--- src/hdl/tw_pkg.sv ---
/*
 Constants, field layouts and carrier types for the PCI-side target
 windows 1 and 2 of the PCI-to-VMEbus bridge.
 Assumes a 12-bit byte address on the AXI4-Lite register port.
*/
// Summary of operation
// - A window decodes only while its enable bit is 1.
// - Writes are posted when the posted-write bit is set, but never for I/O.
// - Width field 00/01/10/11 selects 8/16/32/64 bits and resets to 10.
// - Space field selects A16, A24, A32, CR/CSR, User1, User2; 011, 100 reserved.
// - Program/data bit picks program or data AM codes; privilege bit picks supervisor.
// - Cycle-type bit asks for block transfers only in A24/A32 at 8, 16 or 32 bits.
// - A24/A32 at 64-bit width may use MBLT whatever the cycle-type bit says.
// - Space-select bit 0 answers PCI memory space, 1 answers PCI I/O space.
// - The base register holds the lowest PCI address decoded.
// - An address decodes when at or above base and strictly below bound.
// - A bound of zero means no upper limit.
// - Windows 1 and 2 resolve base, bound and offset on bits 31 to 16.
// - VMEbus address bits 31:16 are PCI bits 31:16 plus the offset, mod 2^16.
package tw_pkg;

   localparam int NUM_WIN = 2;
   localparam int REGS_PER_WIN = 4;

   localparam logic [11:0] W1_CTL_OFS   = 12'h114;
   localparam logic [11:0] W1_BASE_OFS  = 12'h118;
   localparam logic [11:0] W1_LIMIT_OFS = 12'h11C;
   localparam logic [11:0] W1_XLAT_OFS  = 12'h120;
   localparam logic [11:0] W2_CTL_OFS   = 12'h128;
   localparam logic [11:0] W2_BASE_OFS  = 12'h12C;
   localparam logic [11:0] W2_LIMIT_OFS = 12'h130;
   localparam logic [11:0] W2_XLAT_OFS  = 12'h134;

   localparam int CTL_EN_BIT      = 31;
   localparam int CTL_POSTED_BIT  = 30;
   localparam int CTL_WIDTH_LSB   = 22;
   localparam int CTL_SPACE_LSB   = 16;
   localparam int CTL_PROGRAM_BIT = 14;
   localparam int CTL_SUPER_BIT   = 12;
   localparam int CTL_BLOCK_BIT   = 8;
   localparam int CTL_IO_BIT      = 0;
   localparam int ADDR_LSB        = 16;

   localparam logic [31:0] CTL_MASK   = 32'hC0C7_5101;
   localparam logic [31:0] ADDR_MASK  = 32'hFFFF_0000;
   localparam logic [31:0] CTL_RESET  = 32'h0080_0000;
   localparam logic [31:0] ADDR_RESET = 32'h0000_0000;

   localparam logic [1:0] RESP_OKAY   = 2'h0;
   localparam logic [1:0] RESP_SLVERR = 2'h2;

   typedef enum logic [1:0] {
      WIDTH_8  = 2'h0,
      WIDTH_16 = 2'h1,
      WIDTH_32 = 2'h2,
      WIDTH_64 = 2'h3
   } width_t;

   typedef enum logic [2:0] {
      SPACE_A16   = 3'h0,
      SPACE_A24   = 3'h1,
      SPACE_A32   = 3'h2,
      SPACE_RSV3  = 3'h3,
      SPACE_RSV4  = 3'h4,
      SPACE_CRCSR = 3'h5,
      SPACE_USER1 = 3'h6,
      SPACE_USER2 = 3'h7
   } space_t;

   typedef struct packed {
      logic        valid;
      logic [31:0] addr;
      logic        io;
      logic        write;
   } req_t;

   typedef struct packed {
      logic        hit;
      logic        miss;
      logic        window;
      logic [31:0] vme_addr;
      width_t      width;
      space_t      space;
      logic        program_data_select;
      logic        supervisor;
      logic        blt;
      logic        mblt;
      logic        posted;
   } route_t;

endpackage

--- src/hdl/pci_to_vme_target_window.sv ---
/*
 Register file and address decode for PCI target windows 1 and 2.
 Assumes the PCI request arrives from logic on aclk, one cycle at a time,
 and that the VMEbus master sequencer downstream consumes the route.
*/
`timescale 1ns/1ns
module pci_to_vme_target_window #(
   parameter int ADDR_W = 12
) (
   input  wire logic              aclk,
   input  wire logic              aresetn,
   input  wire logic [ADDR_W-1:0] s_axi_awaddr,
   input  wire logic              s_axi_awvalid,
   output logic                   s_axi_awready,
   input  wire logic [31:0]       s_axi_wdata,
   input  wire logic [3:0]        s_axi_wstrb,
   input  wire logic              s_axi_wvalid,
   output logic                   s_axi_wready,
   output logic [1:0]             s_axi_bresp,
   output logic                   s_axi_bvalid,
   input  wire logic              s_axi_bready,
   input  wire logic [ADDR_W-1:0] s_axi_araddr,
   input  wire logic              s_axi_arvalid,
   output logic                   s_axi_arready,
   output logic [31:0]            s_axi_rdata,
   output logic [1:0]             s_axi_rresp,
   output logic                   s_axi_rvalid,
   input  wire logic              s_axi_rready,
   input  wire tw_pkg::req_t      req,
   output tw_pkg::route_t         route
);

   localparam int NREG = tw_pkg::NUM_WIN * tw_pkg::REGS_PER_WIN;

   // Returns {valid, index}; index = window*4 + register within window
   function automatic logic [3:0] reg_decode(input logic [11:0] a);
      logic [11:0] d;
      reg_decode = 4'h0;
      d = 12'h000;
      if (a >= tw_pkg::W1_CTL_OFS && a <= tw_pkg::W1_XLAT_OFS) begin
         d = a - tw_pkg::W1_CTL_OFS;
         reg_decode = {1'b1, 1'b0, d[3:2]};
      end else if (a >= tw_pkg::W2_CTL_OFS && a <= tw_pkg::W2_XLAT_OFS) begin
         d = a - tw_pkg::W2_CTL_OFS;
         reg_decode = {1'b1, 1'b1, d[3:2]};
      end
      if (a[1:0] != 2'h0) begin
         reg_decode = 4'h0;
      end
   endfunction

   // Writable bits of a register; the rest read as zero
   function automatic logic [31:0] reg_mask(input logic [2:0] idx);
      reg_mask = (idx[1:0] == 2'h0) ? tw_pkg::CTL_MASK : tw_pkg::ADDR_MASK;
   endfunction

   function automatic logic [31:0] reg_reset(input logic [2:0] idx);
      reg_reset = (idx[1:0] == 2'h0) ? tw_pkg::CTL_RESET : tw_pkg::ADDR_RESET;
   endfunction

   logic [31:0]       regs_q [NREG];
   logic              aw_held_q;
   logic [11:0]       awaddr_q;
   logic              w_held_q;
   logic [31:0]       wdata_q;
   logic [3:0]        wstrb_q;
   logic              bvalid_q;
   logic [1:0]        bresp_q;
   logic              rvalid_q;
   logic [31:0]       rdata_q;
   logic [1:0]        rresp_q;
   tw_pkg::route_t    route_q;
   tw_pkg::route_t    route_d;

   // Bus handshake
   wire         aw_take = s_axi_awvalid && s_axi_awready;
   wire         w_take  = s_axi_wvalid && s_axi_wready;
   wire         do_write = aw_held_q && w_held_q;
   wire [3:0]   wdec    = reg_decode(awaddr_q);
   wire [3:0]   rdec    = reg_decode(s_axi_araddr[11:0]);
   wire         ar_take = s_axi_arvalid && s_axi_arready;
   wire [31:0]  bytemask;
   wire [31:0]  wmerged;

   assign s_axi_awready = !aw_held_q && !bvalid_q;
   assign s_axi_wready  = !w_held_q && !bvalid_q;
   assign s_axi_arready = !rvalid_q;
   assign s_axi_bvalid  = bvalid_q;
   assign s_axi_bresp   = bresp_q;
   assign s_axi_rvalid  = rvalid_q;
   assign s_axi_rdata   = rdata_q;
   assign s_axi_rresp   = rresp_q;
   assign route         = route_q;

   genvar b;
   generate
      for (b = 0; b < 4; b++) begin : g_lane
         assign bytemask[b*8 +: 8] = {8{wstrb_q[b]}};
      end
   endgenerate

   // Reserved bits are dropped on the way
   assign wmerged = ((regs_q[wdec[2:0]] & ~bytemask) | (wdata_q & bytemask))
                    & reg_mask(wdec[2:0]);

   always_ff @(posedge aclk) begin
      if (!aresetn) begin
         aw_held_q <= 1'b0;
         w_held_q  <= 1'b0;
         bvalid_q  <= 1'b0;
      end else begin
         aw_held_q <= aw_take | (aw_held_q & ~do_write);
         w_held_q  <= w_take | (w_held_q & ~do_write);
         bvalid_q  <= do_write | (bvalid_q & ~s_axi_bready);
      end
   end

   always_ff @(posedge aclk) begin
      if (!aresetn) begin
         awaddr_q <= 12'h000;
         wdata_q  <= 32'h0000_0000;
         wstrb_q  <= 4'h0;
         bresp_q  <= tw_pkg::RESP_OKAY;
      end else begin
         if (aw_take) awaddr_q <= s_axi_awaddr[11:0];
         if (w_take) wdata_q <= s_axi_wdata;
         if (w_take) wstrb_q <= s_axi_wstrb;
         if (do_write) bresp_q <= wdec[3] ? tw_pkg::RESP_OKAY
                                          : tw_pkg::RESP_SLVERR;
      end
   end

   // Width field resets to 32 bits, all else to zero
   always_ff @(posedge aclk) begin
      if (!aresetn) begin
         for (int i = 0; i < NREG; i++) regs_q[i] <= reg_reset(3'(i));
      end else if (do_write && wdec[3]) begin
         regs_q[wdec[2:0]] <= wmerged;
      end
   end

   // Reads see the masked contents, so reserved bits are zero
   always_ff @(posedge aclk) begin
      if (!aresetn) begin
         rvalid_q <= 1'b0;
         rdata_q  <= 32'h0000_0000;
         rresp_q  <= tw_pkg::RESP_OKAY;
      end else if (ar_take) begin
         rvalid_q <= 1'b1;
         rdata_q  <= rdec[3] ? regs_q[rdec[2:0]] : 32'h0000_0000;
         rresp_q  <= rdec[3] ? tw_pkg::RESP_OKAY : tw_pkg::RESP_SLVERR;
      end else if (s_axi_rready) begin
         rvalid_q <= 1'b0;
      end
   end

   // Per-window decode
   logic [tw_pkg::NUM_WIN-1:0] hit;
   logic [31:0]                wctl [tw_pkg::NUM_WIN];
   logic [15:0]                vhi  [tw_pkg::NUM_WIN];
   wire  [15:0]                pci_hi = req.addr[31:tw_pkg::ADDR_LSB];

   genvar g;
   generate
      for (g = 0; g < tw_pkg::NUM_WIN; g++) begin : g_win
         // 64 KB granularity: only bits 31:16 take part
         wire [15:0] base  = regs_q[g*4+1][31:tw_pkg::ADDR_LSB];
         wire [15:0] bound = regs_q[g*4+2][31:tw_pkg::ADDR_LSB];
         wire [15:0] toff  = regs_q[g*4+3][31:tw_pkg::ADDR_LSB];
         wire        above = pci_hi >= base;
         wire        below = (bound == 16'h0000)
                             || (pci_hi < bound);
         wire        sp_ok = req.io
                             == regs_q[g*4][tw_pkg::CTL_IO_BIT];
         assign wctl[g] = regs_q[g*4];
         // Enable gates the whole window
         assign hit[g]  = regs_q[g*4][tw_pkg::CTL_EN_BIT] && above && below
                          && sp_ok;
         // Carry out of bit 31 is dropped by design
         assign vhi[g]  = pci_hi + toff;
      end
   endgenerate

   // Window 1 wins if both overlap; overlapping setups are a software error
   wire            sel   = !hit[0];
   wire [31:0]     ctl   = wctl[sel];
   wire tw_pkg::width_t max_width =
      tw_pkg::width_t'(ctl[tw_pkg::CTL_WIDTH_LSB +: 2]);
   wire tw_pkg::space_t vme_space =
      tw_pkg::space_t'(ctl[tw_pkg::CTL_SPACE_LSB +: 3]);
   wire            wide  = (vme_space == tw_pkg::SPACE_A24)
                           || (vme_space == tw_pkg::SPACE_A32);
   wire            is_io = ctl[tw_pkg::CTL_IO_BIT];

   always_comb begin
      route_d          = '0;
      route_d.hit      = req.valid && (hit != '0);
      route_d.miss     = req.valid && (hit == '0);
      route_d.window   = sel;
      route_d.vme_addr = {vhi[sel], req.addr[tw_pkg::ADDR_LSB-1:0]};
      route_d.width    = max_width;
      route_d.space    = vme_space;
      route_d.program_data_select = ctl[tw_pkg::CTL_PROGRAM_BIT];
      route_d.supervisor          = ctl[tw_pkg::CTL_SUPER_BIT];
      route_d.blt      = ctl[tw_pkg::CTL_BLOCK_BIT] && wide
                         && (max_width != tw_pkg::WIDTH_64);
      route_d.mblt     = wide && (max_width == tw_pkg::WIDTH_64);
      // I/O windows are always coupled
      route_d.posted   = ctl[tw_pkg::CTL_POSTED_BIT] && !is_io
                         && req.write;
      if (!route_d.hit) begin
         route_d.window   = 1'b0;
         route_d.vme_addr = 32'h0000_0000;
         route_d.width    = tw_pkg::WIDTH_8;
         route_d.space    = tw_pkg::SPACE_A16;
         route_d.program_data_select = 1'b0;
         route_d.supervisor          = 1'b0;
         route_d.blt      = 1'b0;
         route_d.mblt     = 1'b0;
         route_d.posted   = 1'b0;
      end
   end

   always_ff @(posedge aclk) begin
      if (!aresetn) begin
         route_q <= '0;
      end else begin
         route_q <= route_d;
      end
   end

endmodule

--- config.mk ---
export PLATFORM = sky130hd
export DESIGN_NAME = pci_to_vme_target_window
export DESIGN_NICKNAME = d
export VERILOG_FILES = /design/src/hdl/tw_pkg.sv /design/src/hdl/pci_to_vme_target_window.sv
export SDC_FILE = /design/constraint.sdc
export NUM_CORES = 1
export LEC_CHECK = 0
export CORE_AREA = 2 2 158 176
export DETAILED_ROUTE_END_ITERATION = 12
export DIE_AREA = 0 0 160 178
export DONT_BUFFER_PORTS = 1
export GPL_ROUTABILITY_DRIVEN = 1
export GPL_TIMING_DRIVEN = 0
export PLACE_DENSITY = 0.75
export SLEW_MARGIN = 40
export SYNTH_ARGS = -nofsm -noshare
export SYNTH_HDL_FRONTEND = slang
export SYNTH_SLANG_ARGS = --single-unit
--- constraint.sdc ---
create_clock -name aclk -period 13.7 [get_ports aclk]
set_clock_uncertainty 0.2 [all_clocks]
set_input_delay 1.37 -clock aclk [delete_from_list [all_inputs] [get_ports aclk]]
set_output_delay 1.37 -clock aclk [all_outputs]
set_load 0.05 [all_outputs]
==> results.yml <==
logic_synthesis:
  yosys_warnings: 0
  synth-edff-count: 160
  post_synth_main_area_contributors: "sky130_fd_sc_hd__edfxtp_1 (33%), sky130_fd_sc_hd__dfxtp_1 (15%), sky130_fd_sc_hd__nand2_1 (8.4%), sky130_fd_sc_hd__ha_1 (7.3%), sky130_fd_sc_hd__nor2_1 (4.7%)"
  yosys.area_share.simple_pct: 20.3
  area_fraction_in_compound_gates_after_synthesis_pct: 16.1
  post_synth.cell_area_avg_sq_um: 9.01
  post_synth_instance_area_sq_um: 14500
  netlist.area_leader.share_pct: 33.2
  post-synth-top-count-cell: "sky130_fd_sc_hd__nand2_1"
  ys_seq_elements: 267
  post-synth-top-area-cell: "sky130_fd_sc_hd__edfxtp_1"
  synth_top_family_by_area: "simple AND/OR/NAND/NOR gates"
  synth-xor-area-share_pct: 1.03
  netlist_top_cells_count: "sky130_fd_sc_hd__nand2_1 (326), sky130_fd_sc_hd__nor2_1 (181), sky130_fd_sc_hd__edfxtp_1 (160)"
  synth.distinct_cells: 70
  ys_dominant_reg_cell: "sky130_fd_sc_hd__edfxtp_1"
  synth_fa_ha_area_share_pct: 7.39
  synth_sequential_area_ratio_pct: 48.0
  post_synth_mux_area_share_pct: 1.94
  proportion_of_synthesized_flip_flops_having_asynchronous_set_or_reset_pct: 0
  netlist_instances: 1607
setup_path:
  rrSetupSlack_ps: 6760
  timing.critical_path.arrival_ps: 7160
  critical_path_required_ps: 13920
  timing.rr.end: "route[41]$_SDFF_PN0_"
  worstPathBufferInverterCount: 1
  setup.worst_path.class: "reg2reg"
  critical-path-top-delay-family: "compound AO/OA/AOI/OAI gates"
  critical_path.slowest_cell: "sky130_fd_sc_hd__nor4_1"
  critical-path-max-stage-delay_ps: 770
  timing.critical_path.cells: "nor4_1 > nand4_1 > o211ai_1 > a31oi_1 > nor4_4 > clkbuf_1 > mux2_2 > ha_1 > a2111oi_0 > o21ai_0 > a221oi_1 > o21ai_0 > o41ai_1 > nor2_1 > mux2_2"
  critPathCaptureType: "flip-flop"
  ff2ff_path_depth: 15
  cp_max_fo: 10
  timing.critical_path.from_type: "flip-flop"
  reg2reg_from: "regs_q[2][16]$_SDFFCE_PN0P_"
global_route:
  grt_first_pass_wirelength_um: 78800
  grt_usage_pct: 38.4
  antenna_violations_before_repair: 0
  grt_start_max_net_pins: 21
  grt-ovfl-total: 0
  grt_pass1_vias: 12000
timing:
  report.final.hold_viol_count: 0
  report.final.setup_viol: 0
  period_share_pct: 50.7
  slew_headroom_pct: 38.6
  finalSetupTns_ps: 0
  max_clock_freq_ghz: 0.144
  rsz0062_at_grt: "no"
  finalWorstPathRequiredPeriod_ps: 6940
  tightest_slew_ps: 914
  drv_slew: 0
power_and_ir_drop:
  power.density_cell_area_nw_per_um2: 115
  total_power_mw: 1.84
  total_leakage_power_nw: 6.25
  peakVddDrop_v: 0.000110
final_layout:
  drive_above_1_share_pct: 6.13
  final-seq-area_sq_um: 6950
  nets: 1878
  multi_input_comb_area_sq_um: 7040
  inserted_diodes: 0
  n_fill_cell: 2371
  area.growth.synth_to_final_pct: 10.7
drt:
  antenna_violating_nets_post_route: 0
  drt_iter0_drc: 1651
  viasPerCell: 6.23
  dr.pass1.iters: 7
  post_drt_wl_per_cell_um: 26.8
  finalWirelength_um: 55400
  drcViolationCount: 0
  routed-via-count: 12900
worst_hold_path:
  min_path_cells: 2
  hold_class: "reg2reg"
  holdCritStartpoint: "awaddr_q[11]$_SDFFE_PN0P_"
  whs_endpoint: "awaddr_q[11]$_SDFFE_PN0P_"
clocking:
  cts_tree: "yes"
  worst_skew_pair.late_latency_ps: 570
  cts-buffers-inserted: 27
  ctsRootBufferMaster: "sky130_fd_sc_hd__clkbuf_16"
  cts-htree-levels: 1
  number_of_gates_resized_after_cts: 0
  clk_pin_slew_ps: 60
  ctsHoldBuffers: 0
  clock_tree.buffer_depth: 3
  clock-sinks: 267
  postCtsSetupBuffers: 0
placed_design:
  buffer_ports.inserted: 0
  detailed_place_hpwl_um: 44100
  place.gp.congestion: 1.04
floorplan:
  core_area_sq_um: 26600
  pin_count: 188
  floorplan.die_area_sq_um: 28500
  floorplan.rows: 63
  die-width_um: 160
  die_h_um: 178
  initial_core_util_pct: 54.4
run:
  maxCapViolCount: 0
outcome:
  run_status: "completed"
## per-layer routing
| metal | track usage (%) | vias to the layer above | part of all wire, % |
|---|---|---|---|
| met5 | 0 | - | 0 |
| met1 | 48.3 | 6118 | 37 |
| met3 | 9.02 | 132 | 12 |
| met4 | 22.3 | 0 | 6.8 |
| li1 | - | 5794 | - |
| met2 | 61.0 | 842 | 44 |
## cells in the final DEF, fill, tap and decap left out, types with 22 or more instances in the layout
cell,count
sky130_fd_sc_hd__inv_1,83
sky130_fd_sc_hd__edfxtp_1,160
sky130_fd_sc_hd__o21ai_0,75
sky130_fd_sc_hd__nand3_1,58
sky130_fd_sc_hd__nor2_1,179
sky130_fd_sc_hd__conb_1,56
sky130_fd_sc_hd__a21oi_1,83
sky130_fd_sc_hd__ha_1,84
sky130_fd_sc_hd__and2_1,22
sky130_fd_sc_hd__clkbuf_1,79
sky130_fd_sc_hd__nand2_1,318
sky130_fd_sc_hd__dfxtp_1,107
sky130_fd_sc_hd__o211ai_1,70
sky130_fd_sc_hd__clkbuf_16,27
## metrics by stage
stage          utilization [%]  area (sq um)  cells  hold slack, ps  worst slack [ps]
5_1_grt                   60.2         16000   2069             281              6580
3_3_place_gp              56.8         15100   2019             240              6160
6_report                  60.2         16000   2069             259              6760
4_1_cts                   60.1         16000   2069             262              6960
2_1_floorplan                -         14700   1662             232              8000
3_5_place_dp              57.0         15200   2019             253              6410
## how the worst max path moves through the flow
stage / start / to / slack [ps] / cells past startpoint
after CTS: req[31] / route[41]$_SDFF_PN0_ / 6960 / 15
after floorplan: req[19] / route[40]$_SDFF_PN0_ / 8000 / 17
after global routing: req[19] / route[41]$_SDFF_PN0_ / 6580 / 15
after detailed placement: req[31] / route[41]$_SDFF_PN0_ / 6410 / 15
after global placement: req[19] / route[41]$_SDFF_PN0_ / 6160 / 15
final: regs_q[2][16]$_SDFFCE_PN0P_ / route[41]$_SDFF_PN0_ / 6760 / 15
## final cells by class
type,instances,area share [%]
inverters,85,1.99
flip-flops and latches,267,43.3
clock inverters,13,0.570
plain buffers,99,2.78
multi-input cells,1211,43.9
well taps,357,2.79
clock buffers,37,4.64
## cell families (layout without fill, tap and decap cells)
family                     Yosys count  after routing
and+or+nand+nor                    681            681
other                                1             56
AOI/OAI and AO/OA                  345            345
xor gates and xnor gates            17             17
adders and majority gates           85             85
muxes                               27             27
buffers and inverters              184            234
DFF                                267            267
## state kept, by name, summed over array words and instances, names as in the netlist
name	count
awaddr_q	12
s_axi_rvalid	1
s_axi_bvalid	1
w_held_q	1
regs_q	160
wdata_q	20
route	45
wstrb_q	4
s_axi_bresp	1
s_axi_rresp	1
s_axi_rdata	20
aw_held_q	1
## worst min-delay path, stage by stage (launching register included)
cell,delay (ps)
sky130_fd_sc_hd__dfxtp_1,310
sky130_fd_sc_hd__nand2_1,50
sky130_fd_sc_hd__a21oi_1,50
## power breakdown
part           internal [mW]  leakage, nW  switching (mW)  total, mW
clock network          0.397        0.409           0.315      0.712
logic                 0.0655         3.35           0.144      0.210
registers              0.883         2.49          0.0393      0.922
total                   1.35         6.25           0.498       1.84
No activity file was read; power rests on OpenSTA's default activity.
